[config.mk]
export PLATFORM = sky130hd
export DESIGN_NAME = ceod_decoder
export DESIGN_NICKNAME = d
export VERILOG_FILES = /design/src/core/ceod_pkg.sv /design/src/core/ceod_decoder.sv
export VERILOG_INCLUDE_DIRS = /design/src /design/src/core
export SDC_FILE = /design/constraint.sdc
export NUM_CORES = 1
export LEC_CHECK = 0
export BUFFER_PORTS_ARGS = -buffer_cell sky130_fd_sc_hd__buf_2
export CAP_MARGIN = 0
export CORE_MARGIN = 5
export CORE_UTILIZATION = 40
export CTS_CLUSTER_SIZE = 30
export DETAILED_ROUTE_END_ITERATION = 6
export PLACE_DENSITY = 0.81
export SLEW_MARGIN = 5
export SYNTH_ARGS = -nofsm -noshare
export SYNTH_HDL_FRONTEND = slang
export SYNTH_SLANG_ARGS = --single-unit
[constraint.sdc]
create_clock -name i_clk_sys -period 0.8 [get_ports i_clk_sys]
set_clock_uncertainty 0.2 [all_clocks]
set_input_delay 0.16 -clock i_clk_sys [delete_from_list [all_inputs] [get_ports i_clk_sys]]
set_output_delay 0.16 -clock i_clk_sys [all_outputs]
set_load 0.1 [all_outputs]
[src/core/ceod_consts.svh]
// Opcode, function and sub-field codes for the extension decoder.
// Assumes 32-bit instruction words with the usual field layout.
`ifndef CEOD_CONSTS_SVH
`define CEOD_CONSTS_SVH
// ************************************************************
// Field codes
// ************************************************************
`define CEOD_OP_REG_GROUP   6'h00
`define CEOD_OP_SECOND_GRP  6'h1c
`define CEOD_OP_COP2        6'h12
`define CEOD_FN_SRL_IMM     6'h02
`define CEOD_FN_SRL_VAR     6'h06
`define CEOD_FN_MF_LO       6'h12
`define CEOD_FN_MT_LO       6'h13
`define CEOD_FN_MUL_U       6'h19
`define CEOD_FN2_MADD_U     6'h01
`define CEOD_FN2_LOAD_X     6'h08
`define CEOD_SA_PLAIN       5'h00
`define CEOD_SA_EXT         5'h01
`define CEOD_SA_POLY        5'h11
`define CEOD_SA_PERM        5'h12
`define CEOD_ROT_IMM_BIT    21
`define CEOD_ROT_VAR_BIT    6
`define CEOD_RESET_INSN     32'h0000_0000
`endif

[src/core/ceod_pkg.sv]
// Types shared by the extension decoder and its users.
// Assumes ceod_consts.svh supplies the numeric codes.
`default_nettype none
package ceod_pkg;
  // Decoded operation classes
  typedef enum logic [3:0] {
    CEOD_OP_NONE     = 4'b0000,
    CEOD_OP_BASE     = 4'b0001,
    CEOD_OP_SRL_IMM  = 4'b0010,
    CEOD_OP_ROT_IMM  = 4'b0011,
    CEOD_OP_SRL_VAR  = 4'b0100,
    CEOD_OP_ROT_VAR  = 4'b0101,
    CEOD_OP_MF_LO    = 4'b0110,
    CEOD_OP_MF_XACC  = 4'b0111,
    CEOD_OP_MT_LO    = 4'b1000,
    CEOD_OP_MT_XACC  = 4'b1001,
    CEOD_OP_MUL_U    = 4'b1010,
    CEOD_OP_MUL_POLY = 4'b1011,
    CEOD_OP_MADD_U   = 4'b1100,
    CEOD_OP_MADD_P   = 4'b1101,
    CEOD_OP_PERM     = 4'b1110,
    CEOD_OP_LOAD_X   = 4'b1111
  } ceod_op_t;

  // Registered decoder state
  typedef struct packed {
    logic     valid;
    ceod_op_t op;
    logic     exc_rsvd;
    logic     exc_cpu;
    logic     to_mul;
  } ceod_state_t;
endpackage
`default_nettype wire

[src/core/ceod_decoder.sv]
// Instruction decoder for the crypto extension, one registered stage.
// Assumes fetch delivers a word with a same-clock valid strobe.
`include "ceod_consts.svh"
`default_nettype none

// Overview of operation
// - Codes reserved for future use raise a reserved-instruction exception.
// - Field-class codes are decoded further through a secondary field.
// - Codes for a higher instruction-set level raise reserved-instruction.
// - Empty partner codes: reserved, or unusable if coprocessor disallowed.
// - Optional debug encodings: reserved if absent, exact code if present.
// - Extension codes raise reserved-instruction when extension is absent.
// - Opcode 000000 is register group, 011100 the second group.
// - Register functions 000010 and 000110 are shift field classes.
// - Functions 010010, 010011, 011001 need secondary decode.
// - Pages support true read-only, write-only, execute-only protection.
// - Memory management supports 2K and 1K virtual pages.
// - Context register is a flexible variant for faster lookups.
// - Page protection and flexible context are always present.
// - Immediate shift class: bit 21 picks logical or rotate.
// - Variable shift class: bit 6 picks logical or rotate.
// - Move-from-low class: 00000 plain, 00001 extended accumulator.
// - Unsigned multiply class: 00000 plain, 10001 polynomial.
module ceod_decoder #(
  parameter bit EXT_PRESENT = 1'b1  // Extension built in
) (
  input  wire logic        i_clk_sys,      // Core clock, 100 MHz
  input  wire logic        i_rst_n,        // Async reset, active low
  input  wire logic        i_insn_valid,   // Fetch word valid
  input  wire logic [31:0] i_insn,         // Fetch instruction word
  input  wire logic        i_cop2_usable,  // Partner coprocessor allowed
  input  wire logic        i_base_rsvd,    // Base decoder says reserved
  output logic             o_valid,        // Decode result valid
  output ceod_pkg::ceod_op_t o_op,         // Decoded operation
  output logic             o_exc_rsvd,     // Reserved-instruction exc
  output logic             o_exc_cpu,      // Coprocessor-unusable exc
  output logic             o_to_mul,       // Route to multiply unit
  output logic             o_pg_read_inh,  // Read-inhibit supported
  output logic             o_pg_exec_inh,  // Execute-inhibit supported
  output logic             o_ctx_flex,     // Flexible context present
  output logic             o_small_pages   // 1K/2K pages supported
);

  // ************************************************************
  // Field extraction
  // ************************************************************
  logic [5:0] opcode;
  logic [5:0] funct;
  logic [4:0] sa_field;
  assign opcode   = i_insn[31:26];
  assign funct    = i_insn[5:0];
  assign sa_field = i_insn[10:6];

  // Multiply-unit destinations share one test
  function automatic logic is_mul_op(input ceod_pkg::ceod_op_t op);
    is_mul_op = (op inside {ceod_pkg::CEOD_OP_MF_LO,
                            ceod_pkg::CEOD_OP_MF_XACC,
                            ceod_pkg::CEOD_OP_MT_LO,
                            ceod_pkg::CEOD_OP_MT_XACC,
                            ceod_pkg::CEOD_OP_MUL_U,
                            ceod_pkg::CEOD_OP_MUL_POLY,
                            ceod_pkg::CEOD_OP_MADD_U,
                            ceod_pkg::CEOD_OP_MADD_P});
  endfunction

  // ************************************************************
  // Field-class sub-decodes
  // ************************************************************
  // Every sub-decode below except the two shift decodes hands back CEOD_OP_NONE
  // for a secondary value that names no instruction. NONE is never a legal
  // decode, so the caller turns it straight into a reserved-instruction
  // exception and no unassigned code of those classes reaches an execution unit.

  // Immediate shift class. Bit 21 turns the logical shift into a rotate;
  // the base set keeps that bit zero, so older code keeps its meaning.
  function automatic ceod_pkg::ceod_op_t dec_shift_imm(
    input logic [31:0] w  // Whole instruction word
  );
    if (w[`CEOD_ROT_IMM_BIT]) begin
      dec_shift_imm = ceod_pkg::CEOD_OP_ROT_IMM;
    end else begin
      dec_shift_imm = ceod_pkg::CEOD_OP_SRL_IMM;
    end
  endfunction

  // Variable shift class. Bit 6 picks the rotate. Only that bit is
  // looked at; the other sub-field bits are left to the execute stage.
  function automatic ceod_pkg::ceod_op_t dec_shift_var(
    input logic [31:0] w  // Whole instruction word
  );
    if (w[`CEOD_ROT_VAR_BIT]) begin
      dec_shift_var = ceod_pkg::CEOD_OP_ROT_VAR;
    end else begin
      dec_shift_var = ceod_pkg::CEOD_OP_SRL_VAR;
    end
  endfunction

  // Accumulator move classes. Move-from and move-to share one layout:
  // the plain code reaches the low accumulator and the next code reaches
  // the extended accumulator. One function serves both directions.
  function automatic ceod_pkg::ceod_op_t dec_acc_move(
    input logic [4:0]         sa,        // Secondary field, bits 10:6
    input ceod_pkg::ceod_op_t plain_op,  // Result for the plain code
    input ceod_pkg::ceod_op_t xacc_op    // Result for the extended code
  );
    if (sa == `CEOD_SA_PLAIN) begin
      dec_acc_move = plain_op;
    end else if (sa == `CEOD_SA_EXT) begin
      dec_acc_move = xacc_op;
    end else begin
      dec_acc_move = ceod_pkg::CEOD_OP_NONE;
    end
  endfunction

  // Unsigned multiply class: plain integer product, or the carry-less
  // polynomial product used by public-key code.
  function automatic ceod_pkg::ceod_op_t dec_mul_u(
    input logic [4:0] sa  // Secondary field, bits 10:6
  );
    if (sa == `CEOD_SA_PLAIN) begin
      dec_mul_u = ceod_pkg::CEOD_OP_MUL_U;
    end else if (sa == `CEOD_SA_POLY) begin
      dec_mul_u = ceod_pkg::CEOD_OP_MUL_POLY;
    end else begin
      dec_mul_u = ceod_pkg::CEOD_OP_NONE;
    end
  endfunction

  // Multiply-add class of the second group: plain, polynomial, or the
  // partial bit permutation that shares the same function code.
  function automatic ceod_pkg::ceod_op_t dec_madd(
    input logic [4:0] sa  // Secondary field, bits 10:6
  );
    if (sa == `CEOD_SA_PLAIN) begin
      dec_madd = ceod_pkg::CEOD_OP_MADD_U;
    end else if (sa == `CEOD_SA_POLY) begin
      dec_madd = ceod_pkg::CEOD_OP_MADD_P;
    end else if (sa == `CEOD_SA_PERM) begin
      dec_madd = ceod_pkg::CEOD_OP_PERM;
    end else begin
      dec_madd = ceod_pkg::CEOD_OP_NONE;
    end
  endfunction

  // Indexed load class: one assigned code, the scaled word load.
  function automatic ceod_pkg::ceod_op_t dec_load_x(
    input logic [4:0] sa  // Secondary field, bits 10:6
  );
    if (sa == `CEOD_SA_EXT) begin
      dec_load_x = ceod_pkg::CEOD_OP_LOAD_X;
    end else begin
      dec_load_x = ceod_pkg::CEOD_OP_NONE;
    end
  endfunction

  // ************************************************************
  // Group decodes
  // ************************************************************
  // Register-format group. The listed function codes are field classes,
  // so the decision waits for the secondary field; any other function
  // code is left untouched for the base decoder.
  function automatic ceod_pkg::ceod_op_t dec_reg_group(
    input logic [5:0]  fn,  // Function field, bits 5:0
    input logic [31:0] w    // Whole instruction word
  );
    logic [4:0] sa;
    sa = w[10:6];
    if (fn == `CEOD_FN_SRL_IMM) begin
      dec_reg_group = dec_shift_imm(w);
    end else if (fn == `CEOD_FN_SRL_VAR) begin
      dec_reg_group = dec_shift_var(w);
    end else if (fn == `CEOD_FN_MF_LO) begin
      dec_reg_group = dec_acc_move(sa, ceod_pkg::CEOD_OP_MF_LO,
                                   ceod_pkg::CEOD_OP_MF_XACC);
    end else if (fn == `CEOD_FN_MT_LO) begin
      dec_reg_group = dec_acc_move(sa, ceod_pkg::CEOD_OP_MT_LO,
                                   ceod_pkg::CEOD_OP_MT_XACC);
    end else if (fn == `CEOD_FN_MUL_U) begin
      dec_reg_group = dec_mul_u(sa);
    end else begin
      dec_reg_group = ceod_pkg::CEOD_OP_BASE;
    end
  endfunction

  // Second opcode group. Only the two extension classes are decoded
  // here; the group's other function codes belong to the base set.
  function automatic ceod_pkg::ceod_op_t dec_second_group(
    input logic [5:0] fn,  // Function field, bits 5:0
    input logic [4:0] sa   // Secondary field, bits 10:6
  );
    if (fn == `CEOD_FN2_MADD_U) begin
      dec_second_group = dec_madd(sa);
    end else if (fn == `CEOD_FN2_LOAD_X) begin
      dec_second_group = dec_load_x(sa);
    end else begin
      dec_second_group = ceod_pkg::CEOD_OP_BASE;
    end
  endfunction

  // Operations that exist only with the extension. The plain shifts,
  // moves and multiplies keep working in a build without it, since they
  // are ordinary base instructions that merely share a field class.
  function automatic logic is_ext_only(input ceod_pkg::ceod_op_t op);
    is_ext_only = (op inside {ceod_pkg::CEOD_OP_ROT_IMM,
                              ceod_pkg::CEOD_OP_ROT_VAR,
                              ceod_pkg::CEOD_OP_MF_XACC,
                              ceod_pkg::CEOD_OP_MT_XACC,
                              ceod_pkg::CEOD_OP_MUL_POLY,
                              ceod_pkg::CEOD_OP_MADD_P,
                              ceod_pkg::CEOD_OP_PERM,
                              ceod_pkg::CEOD_OP_LOAD_X});
  endfunction

  // ************************************************************
  // State
  // ************************************************************
  ceod_pkg::ceod_state_t st;
  ceod_pkg::ceod_state_t next_st;

  // Classify the word; unlisted codes fall to the base decoder
  always_comb begin
    ceod_pkg::ceod_op_t op;
    logic               rsvd;
    logic               cpu;
    op   = ceod_pkg::CEOD_OP_BASE;
    rsvd = 1'b0;
    cpu  = 1'b0;
    // Primary opcode picks the group; both groups are field classes
    if (opcode == `CEOD_OP_REG_GROUP) begin
      op = dec_reg_group(funct, i_insn);
    end else if (opcode == `CEOD_OP_SECOND_GRP) begin
      op = dec_second_group(funct, sa_field);
    end
    // A sub-decode that found no instruction answers NONE
    if (op == ceod_pkg::CEOD_OP_NONE) begin
      rsvd = 1'b1;
    end
    // Extension absent: its codes become reserved
    if (!EXT_PRESENT && is_ext_only(op)) begin
      rsvd = 1'b1;
    end
    // Base decoder flags future, higher-level, debug codes
    if (op == ceod_pkg::CEOD_OP_BASE && i_base_rsvd) begin
      // Empty partner coprocessor slot: unusable if blocked
      if (opcode == `CEOD_OP_COP2 && !i_cop2_usable) begin
        cpu = 1'b1;
      end else begin
        rsvd = 1'b1;
      end
    end
    if (rsvd || cpu) begin
      op = ceod_pkg::CEOD_OP_NONE;
    end
    next_st.valid    = i_insn_valid;
    next_st.op       = i_insn_valid ? op : ceod_pkg::CEOD_OP_NONE;
    next_st.exc_rsvd = i_insn_valid & rsvd;
    next_st.exc_cpu  = i_insn_valid & cpu;
    next_st.to_mul   = i_insn_valid & is_mul_op(op);
  end

  // Single pipeline register; cleared to an idle slot
  always_ff @(posedge i_clk_sys or negedge i_rst_n) begin
    if (!i_rst_n) begin
      st <= '{1'b0, ceod_pkg::CEOD_OP_NONE, 1'b0, 1'b0, 1'b0};
    end else begin
      st <= next_st;
    end
  end

  // ************************************************************
  // Outputs
  // ************************************************************
  assign o_valid       = st.valid;
  assign o_op          = st.op;
  assign o_exc_rsvd    = st.exc_rsvd;
  assign o_exc_cpu     = st.exc_cpu;
  assign o_to_mul      = st.to_mul;
  // Capability straps to the memory unit; always on here, not optional
  assign o_pg_read_inh = 1'b1;
  assign o_pg_exec_inh = 1'b1;
  assign o_ctx_flex    = 1'b1;
  assign o_small_pages = 1'b1;

endmodule
`default_nettype wire

; ---- Word-level counts from Yosys, hierarchy flattened
; Index checks and enable logic that the tools add are counted.
; Widths: inputs -> output; s select.
[word_totals]
ff_bits = 8
latch_bits = 0
ramBits = 0
mem_bits_ro = 0
input_bits = 37
out_inout_bits = 12
memories = 0
[op_classes]
n_addsub = 0
mul = 0
n_div = 0
n_lt_le_gt_ge = 0
eq_ne = 21
shifts = 0
mux = 28
bitwise_logic = 3
n_reduce_logical = 8
[op_table]
columns = op, n
row1 = $mux 4, 19
row2 = $eq 6x5->1 const B, 5
row3 = $eq 4x4->1 const B, 6
row4 = $eq 5x5->1 const B, 2
row5 = $eq 4x3->1 const B, 2
row6 = $reduce_bool 8->1, 1
row7 = $mux 1, 7
row8 = $eq 6x1->1 const B, 1
row9 = $eq 6x2->1 const B, 1
row10 = $eq 6x3->1 const B, 1
row11 = $eq 6x4->1 const B, 1
row12 = $logic_not 6->1, 1
row13 = $mux 3, 2
row14 = $eq 5x1->1 const B, 1
row15 = $logic_not 5->1, 1
row16 = $eq 4x1->1 const B, 1
row17 = $logic_not 4->1, 1
row18 = $and 1x1->1, 3
row19 = $logic_and 1x1->1, 2
row20 = $logic_not 1->1, 1
row21 = $logic_or 1x1->1, 1

; ---- Longest topological paths before layout
; Gate-level depths: netlist (run 1).
[depth]
word_depth = 18
ltp_mapped = 7
ltp_nobuf = 6

; ---- Worst setup path after synthesis (run 1)
; Ideal clock, no wire load.
[synth_path]
path_type = input port to flip-flop
start = input port i_insn[26]
end = register st, in the netlist o_to_mul
arrival_ns = 1.402
required_time_ns = 0.527
setup_slack_ns = -0.875
cell_stages = 6
path_buffers = 0
cell_sequence = or4_4 -> nor3_4 -> nand2_2 -> nor4_2 -> o21ai_1 -> a21oi_2
[synth_rtl]
columns = item, line
row1 = "start, declared", ceod_decoder.sv:30  ; input wire logic [31:0] i_insn,
row2 = "end signal, assigned", ceod_decoder.sv:264  ; st <= '{1'b0, ceod_pkg::CEOD_OP_NONE, 1'b0, 1'b0, 1'b0};
row3 = "end signal, assigned", ceod_decoder.sv:266  ; st <= next_st;
row4 = "end, declared", ceod_decoder.sv:217  ; ceod_pkg::ceod_state_t st;

==> summary.txt, run 1 <==
Critical path
  – Worst path arrival time: 1560 ps
  – Critical path class: primary input to flip-flop
  – Req. time, crit path: 780 ps
  – Slowest CP cell: or4_4
  – Crit start category: primary input
  – Crit-path max cell delay: 540 ps
  – Crit path top cell by count: buf_4
  – CP delay by family, top: simple AND/OR/NAND/NOR gates
  – Critical Path Fanout Max: 4
  – CP Capture Type: flip-flop
  – Crit-path cells: buf_6, or4_4, nor3_4, buf_4, buf_4, a31oi_1, nor2_1
  – WP buf/inv: 3

Timing
  – Final Hold Vio Count: 1
  – Worst Slack Setup Final: -775 ps
  – Final Slew Violations: 0
  – FMAX: 0.635 GHz
  – Min cycle time layout: 1570 ps
  – RSZ-0062 raised after global routing: yes
  – Hold Slack: -114 ps
  – Fin crit share: 197%
  – Setup violators final: 15

Power and ir drop
  – Total leakage power: 0.634 nW
  – Pwr dens: 903 nW/um^2
  – Maximum VDD drop: 0.628 mV

Floorplan
  – Initial Util: 41.0%
  – Num rows: 15
  – Die Wd: 51.6 um
  – IO Pins: 49
  – Die area: 2660 um^2
  – Die Y-Extent: 51.6 um
  – Core Area: 1690 um^2

Clock network
  – CTS tree: yes
  – Clock Path Buffers: 2
  – Clk slew on worst S/H paths: 60 ps
  – CTS Hold Bufs: 1
  – Clk sinks: 8
  – CTS root buf: clkbuf_4
  – Num CTS Buffers: 3
  – H-tree depth: 1

Placed design
  – Port Buf Inserts: 30
  – Dpl ws: -1110 ps
  – HPWL Detailed: 1910 um
  – Routability Congestion: 0.864

Status
  – Status: complete, but fails checks
  – Failing checks: negative hold slack, negative setup slack

Final layout
  – Share of layout cells above drive strength 1: 66.9%
  – Most common cell after layout, fill and taps aside: buf_4
  – Final #Nets: 186
  – Filler Cell Count: 79
  – Syn-to-layout area delta: 112%
  – Antenna cells: 0
  – Commonest non-fill, non-tap cells in the layout: 29 x buf_4, 15 x buf_2, 11 x buf_6
  – Final core utilization: 86.7%

Logic synthesis
  – EDFF count, synth: 0
  – Share of the synthesized area in the top cell type: 28.9%
  – Post-Syn Area: 692 um^2
  – Area leader, netlist: dfrtp_1
  – Warnings, synthesis: 0
  – Synth top area cells: dfrtp_1 29%, nor2_1 4.9%, buf_4 4.3%, nand3_1 3.6%, a21oi_1 2.9%
  – Post-synth ARST share: 100%
  – Syn Area/Cell: 8.34 um^2
  – Seq/Total Area, Yosys: 28.9%
  – Dominant synthesized flop cell: dfrtp_1
  – Seq cells post-synth: 8
  – Cells after synthesis: 83
  – Cell variety after synth: 41

Detailed routing
  – # DRC: 0
  – DR WL/cell: 18.1 um
  – Iter 0 DRT Violations: 15
  – Routed wire length: 2980 um
  – Via count: 958
  – DR vias/cell: 5.81
  – Post-route antenna net violation count: 0
  – Pre-antenna DRT Iters: 4

GRT
  – Largest net degree at the start of global routing: 9
  – First-pass GRT wire length: 4390 um
  – Gr usage total: 22.1%
  – Vias in the first global route: 987
  – GR Overflow Total: 0
  – Antenna violations before repair: 0

Hold path
  – Endpoint, Worst Hold: o_valid
  – Worst hold start: i_insn_valid
  – Hold Crit Depth: 1
  – Hold/Removal Path Class: primary input to flip-flop

Run
  – Max cap viols: 0
==> worst max path at each step <==
stage / from / endpoint / cells after the start
after floorplan: i_insn[26] / o_to_mul / 6
after global placement: i_insn[4] / o_op[0] / 7
after detailed placement: i_insn[4] / o_op[0] / 8
after CTS: i_insn[4] / o_op[0] / 7
after global routing: i_insn[26] / o_to_mul / 7
final: i_insn[26] / o_op[2] / 7
==> synth_stat cells, types with 2 or more instances <==
cell type / n
nor3_1: 2
o21ai_0: 4
buf_2: 2
dfrtp_1: 8
nand3_1: 5
a21oi_2: 2
nand3b_1: 2
inv_1: 5
nor2_1: 9
nor4_1: 2
o31ai_1: 2
nand2_1: 3
a21oi_1: 4
buf_4: 4
nand4_1: 2
nand4b_1: 2
==> sequential cells by signal, indices dropped and copies added (netlist names) <==
signal      cells
o_exc_cpu       1
o_exc_rsvd      1
o_op            4
o_to_mul        1
o_valid         1
==> where the power goes <==
part / internal (mW) / total, mW / switching (mW)
Combinational: 0.226 / 0.553 / 0.327
Clock: 0.192 / 0.346 / 0.154
Sequential: 0.417 / 0.424 / 0.00704
Total: 0.835 / 1.32 / 0.488
==> per-stage QoR <==
| stage | TNS, ps | total power, mW | std cells | area (um^2) | hold WS, ps |
|---|---|---|---|---|---|
| after floorplan | -6240 | 0.675 | 86 | 749 | -336 |
| after global placement | -7690 | 0.878 | 154 | 1200 | -200 |
| after detailed placement | -8000 | 0.889 | 154 | 1200 | -193 |
| after CTS | -7680 | 1.26 | 162 | 1360 | -105 |
| after global routing | -8780 | 1.38 | 165 | 1470 | -113 |
| final | -8280 | 1.32 | 165 | 1470 | -114 |
==> routing by layer <==
metal	vias up	wire, um	share of wire [%]	track usage (%)
li1	434	-	-	-
met5	-	0	0	0
met2	53	1730	58	43.9
met4	0	92	3.1	10.0
met1	459	953	32	22.1
met3	12	203	6.8	3.44
==> final cells by class <==
| class | count | area, um^2 | share of cell area (%) |
|---|---|---|---|
| well taps | 17 | 21.3 | 1.45 |
| inverters | 5 | 18.8 | 1.28 |
| multi-input cells | 67 | 586 | 40.0 |
| clock buffers | 4 | 26.3 | 1.79 |
| repair buffers | 64 | 587 | 40.1 |
| flip-flops and latches | 8 | 226 | 15.5 |
==> logic make-up after synthesis <==
family                    share of synthesized area, %
and+or+nand+nor                                   37.4
other                                            0.542
buffers and inverters                             8.50
AOI/OAI and AO/OA                                 22.1
xor gates and xnor gates                          2.53
DFF                                               28.9
==> repair_timing <==
| action | 4_1_cts | 5_1_grt |
|---|---|---|
| resized for setup | 19 | 18 |
| setup buffers | 3 | 3 |
| pin swaps | 12 | 13 |
| setup endpoints to repair | 15 | 15 |
| hold endpoints to repair | 9 | 1 |
(Power assumes the default switching activity.)
==> run 2, diff against run 1 <==
CORE_ASPECT_RATIO = 1.1   (was unset)
==> run 2 against run 1 <==
Net effect:
- the flow still finishes with violations (negative hold slack, negative setup slack)
- critical path depth did not move
- first-iteration DRC count rose by 120%
- cell count is 2.4% lower
- design area is 2.1% higher
- utilization up 6.0 points
- routed wire length increased by 4.4%
- clock-buffer cell count stayed put
- die area about the same
- sequential share of layout area down 0.32 points
- clock power is 2% lower
- flip-flop and latch count stayed put
- global-route usage grew 1.2 points
==> summary.txt, run 2 (synthesized netlist as in run 1, its figures left out) <==
Status
  – Status: complete, but fails checks
  – Failing checks: negative hold slack, negative setup slack

Final layout
  – Commonest non-fill, non-tap cells in the layout: 25 x buf_4, 13 x buf_2, 11 x buf_6
  – Filler Cell Count: 54
  – Max reg flops: 4
  – Most common cell after layout, fill and taps aside: buf_4
  – Final #Nets: 182
  – Antenna cells: 0
  – Finished Layout Cells: 161
  – Share of layout cells above drive strength 1: 68.8%
  – Post-route cell area: 1500 um^2
  – Syn-to-layout area delta: 116%
  – Final core utilization: 92.7%

Clock network
  – CTS tree: yes
  – CTS Hold Bufs: 1
  – Num CTS Buffers: 3
  – H-tree depth: 1
  – Clk slew on worst S/H paths: 60 ps
  – Clk sinks: 8
  – Clock Path Buffers: 2
  – CTS root buf: clkbuf_4

Hold path
  – Hold/Removal Path Class: primary input to flip-flop
  – Worst hold start: i_insn_valid

Timing
  – Final Slew Violations: 0
  – Setup violators final: 15
  – RSZ-0062 raised after global routing: yes
  – Setup_tns: -7760 ps
  – FMAX: 0.644 GHz
  – Hold Slack: -99.7 ps
  – Fin crit share: 194%
  – Final Hold Vio Count: 2
  – Worst Slack Setup Final: -754 ps
  – Min cycle time layout: 1550 ps

Critical path
  – Slowest CP cell: or4_4
  – Worst path arrival time: 1530 ps
  – CP Capture Type: flip-flop
  – Worst Setup SP: i_insn[26]
  – WP buf/inv: 1
  – Crit-path max cell delay: 550 ps
  – Critical Path Fanout Max: 4
  – Crit-path cells: buf_6, or4_4, nor3_4, nand2_2, nor4_4, o21ai_2, a21oi_2
  – Crit start category: primary input
  – Req. time, crit path: 780 ps
  – Critical path class: primary input to flip-flop
  – CP delay by family, top: simple AND/OR/NAND/NOR gates

Power and ir drop
  – Pwr dens: 894 nW/um^2
  – Combinational Power Share: 42.9%
  – Maximum VDD drop: 0.607 mV
  – Sequential Power Share: 31.7%
  – Total power: 1.34 mW
  – Net Sw Frac: 37.6%
  – Total leakage power: 0.660 nW
  – Clock Power Share: 25.4%
  – P_int: 0.836 mW
  – Switching pwr: 0.503 mW

Detailed routing
  – # DRC: 0
  – Post-route antenna net violation count: 0
  – Iter 0 DRT Violations: 33
  – DR WL/cell: 19.3 um
  – Via count: 950
  – DR vias/cell: 5.90
  – Routed wire length: 3110 um
  – Pre-antenna DRT Iters: 4

Floorplan
  – Num rows: 15
  – Core Area: 1610 um^2
  – Die area: 2660 um^2
  – Die Y-Extent: 53.6 um
  – Initial Util: 42.9%
  – IO Pins: 49
  – Die Wd: 49.7 um

Placed design
  – Dpl cell area: 1190 um^2
  – Placed insts: 153
  – Dpl ws: -1100 ps
  – Port Buf Inserts: 30
  – Routability Congestion: 0.977
  – HPWL Detailed: 1890 um

GRT
  – Vias in the first global route: 1029
  – First-pass GRT wire length: 4820 um
  – Antenna violations before repair: 0
  – Gr usage total: 23.4%
  – Global routing's busiest layer: met2
  – Met2 Track Usage GR: 43.2%
  – Largest net degree at the start of global routing: 9
  – Met1 usage: 24.6%
  – GR Overflow Total: 0
  – Met3 Use GR: 3.88%

Run
  – Max cap viols: 0
-- run 2: layout make-up --
| class | count | area (um^2) | share of cell area [%] |
|---|---|---|---|
| clock buffers | 4 | 26.3 | 1.76 |
| inverters | 5 | 18.8 | 1.25 |
| multi-input cells | 67 | 634 | 42.4 |
| flip-flops and latches | 8 | 226 | 15.1 |
| well taps | 17 | 21.3 | 1.42 |
| repair buffers | 60 | 569 | 38.0 |
-- run 2: routing by layer --
layer  vias up  part of all wire (%)
met5         -                     0
met4         0                   3.6
met3        12                   6.7
met2        56                    51
met1       450                    39
li1        432                     -
-- run 2: power by group through the flow --
stage                     Combinational (mW)  Sequential, mW  Clock (mW)
after floorplan                        0.187           0.488           0
after global placement                 0.438           0.432           0
after detailed placement               0.449           0.433           0
after CTS                              0.513           0.425       0.343
after global routing                   0.603           0.425       0.365
final                                  0.574           0.425       0.340
-- run 2: final timing paths --
check | slack (ps) | depth (start not counted) | endpoint
max | -750 | 7 | o_to_mul
min | -100 | 1 | o_valid
max in group asynchronous | 150 | 2 | o_op[3]
min in group asynchronous | 60 | 2 | o_valid
-- run 2: timing repair --
item / 4_1_cts / 5_1_grt
pin swaps: 17 / 9
buffers inserted: 2 / 1
resized for setup: 32 / 16
endpoints found under the setup margin: 15 / 15
hold endpoints to repair: 10 / 1
==> run 3, diff against run 2 <==
SKIP_CTS_REPAIR_TIMING = 1   (was unset)
clock period = 1.65 ns   (was 0.8 ns; I/O delays follow)
==> run 3 against run 2 <==
Net effect:
- the flow finishes with violations (negative setup slack)
- global-route usage shrank 8.7 points
- routed wire length fell by 28%
- sequential share of layout area grew 1.7 points
- non-clock buffer count down 5
- design area fell by 20%
- first-iteration DRC count down 64%
- cell count is 3.7% lower
- hold slack better by 190 ps
- critical path depth is the same
- largest cell class unchanged
- largest power group unchanged
- highest routed layer unchanged
==> summary.txt, run 3 (synthesized netlist as in run 1, its figures left out) <==
Power and ir drop
  – Net Sw Frac: 36.3%
  – Total power: 0.561 mW
  – P_int: 0.357 mW
  – Switching pwr: 0.204 mW
  – Clock Power Share: 24.5%
  – Total leakage power: 0.563 nW
  – Combinational Power Share: 39.7%
  – Sequential Power Share: 35.8%
  – Pwr dens: 471 nW/um^2
  – Maximum VDD drop: 0.215 mV

Detailed routing
  – Pre-antenna DRT Iters: 4
  – DR vias/cell: 5.63
  – # DRC: 0
  – Routed wire length: 2230 um
  – Iter 0 DRT Violations: 12
  – Post-route antenna net violation count: 0
  – Via count: 872
  – DR WL/cell: 14.4 um

Placed design
  – HPWL Detailed: 1680 um
  – Routability Congestion: 0.997
  – Port Buf Inserts: 30
  – Dpl cell area: 1000 um^2
  – Dpl ws: -375 ps

Final layout
  – Final core utilization: 73.9%
  – FF+latch area: 200 um^2
  – Share of layout cells above drive strength 1: 58.7%
  – Commonest non-fill, non-tap cells in the layout: 29 x buf_2, 23 x buf_4, 8 x nor2_1, 8 x dfrtp_1, 5 x inv_1
  – Filler Cell Count: 119
  – Multi-input logic area: 579 um^2
  – Post-route cell area: 1190 um^2
  – Final #Nets: 177
  – Syn-to-layout area delta: 72.3%
  – Antenna cells: 0
  – Most common cell after layout, fill and taps aside: buf_2
  – Max reg flops: 4

Floorplan
  – Die Y-Extent: 53.6 um
  – Die Wd: 49.7 um
  – Initial Util: 42.9%
  – Num rows: 15
  – Core Area: 1610 um^2
  – Die area: 2660 um^2
  – IO Pins: 49

Status
  – Failing checks: negative setup slack
  – Status: complete, but fails checks

Clock network
  – H-tree depth: 1
  – CTS tree: yes
  – Clock Path Buffers: 2
  – CTS root buf: clkbuf_4
  – Num CTS Buffers: 3
  – Clk sinks: 8
  – Clk slew on worst S/H paths: 50 ps

Critical path
  – Crit start category: primary input
  – Worst Setup SP: i_insn[1]
  – Critical path class: primary input to flip-flop
  – Critical Path Fanout Max: 6
  – Req. time, crit path: 1580 ps
  – Worst path arrival time: 1670 ps
  – Slowest CP cell: o311a_1
  – CP Capture Type: flip-flop
  – Crit-path max cell delay: 360 ps
  – Crit-path cells: buf_2, nand2b_2, o311a_1, o21ai_0, o2bb2ai_1, a22oi_1, and3_1

GRT
  – Largest net degree at the start of global routing: 9
  – Gr usage total: 14.7%
  – First-pass GRT wire length: 3110 um
  – Vias in the first global route: 791
  – Antenna violations before repair: 0
  – GR Overflow Total: 0

Timing
  – Min cycle time layout: 1740 ps
  – FMAX: 0.576 GHz
  – Setup violators final: 3
  – RSZ-0062 raised after global routing: yes
  – Hold Slack: 93.5 ps
  – Fin crit share: 105%
  – Worst Slack Setup Final: -87.3 ps
  – Final Slew Violations: 0
  – Final Hold Vio Count: 0

Hold path
  – Worst hold start: i_insn_valid
  – Hold/Removal Path Class: primary input to flip-flop

Run
  – Max cap viols: 0
## run 3: cell count changes in the layout (fill, tap and decap cells not counted), moves of 2 or more
cell     change
buf_6        -9
nor2_1       +2
a21oi_2      -2
buf_2       +16
buf_12       -8
dfrtp_1      +7
dfrtp_4      -7
a21oi_1      +2
nor4_4       -2
buf_4        -2
## run 3: power by group through the flow
stage / registers, mW / clock network (mW) / logic [mW]
detailed placement: 0.204 / 0 / 0.195
global route: 0.201 / 0.156 / 0.235
global placement: 0.204 / 0 / 0.190
finish: 0.201 / 0.138 / 0.223
CTS: 0.201 / 0.144 / 0.195
floorplan: 0.233 / 0 / 0.0902
## run 3: final cells by class
cell class                      instances  share of cell area [%]
Multi-Input combinational cell         67                    48.6
Timing Repair Buffer                   55                    29.4
Sequential cell                         8                    16.8
Clock buffer                            3                    1.89
Tap cell                               17                    1.78
Inverter                                5                    1.57
## run 3: final timing paths
kind                         endpoint  slack [ps]  cells past startpoint
max in group asynchronous  o_exc_rsvd         850                      2
min                           o_valid          90                      1
min in group asynchronous     o_op[1]         250                      2
max                           o_op[0]         -90                      7
## run 3: stage by stage
step           setup TNS [ps]  std cells
2_1_floorplan            -562         86
3_3_place_gp            -1840        148
3_5_place_dp            -1850        148
4_1_cts                  -339        151
5_1_grt                  -326        155
6_report                 -136        155
## run 3: metal layers
layer	share of wire (%)	up-vias	GRT usage (%)
li1	-	417	-
met1	34	408	14.3
met2	55	43	29.2
met3	8.6	4	3.88
met4	1.7	0	5.68
met5	0	-	0
## run 3: critical path: cells and delay by family
family | cells | cell delay (ps)
and+or+nand+nor | 2 | 440
AOI/OAI and AO/OA | 4 | 750
buffers and inverters | 1 | 130
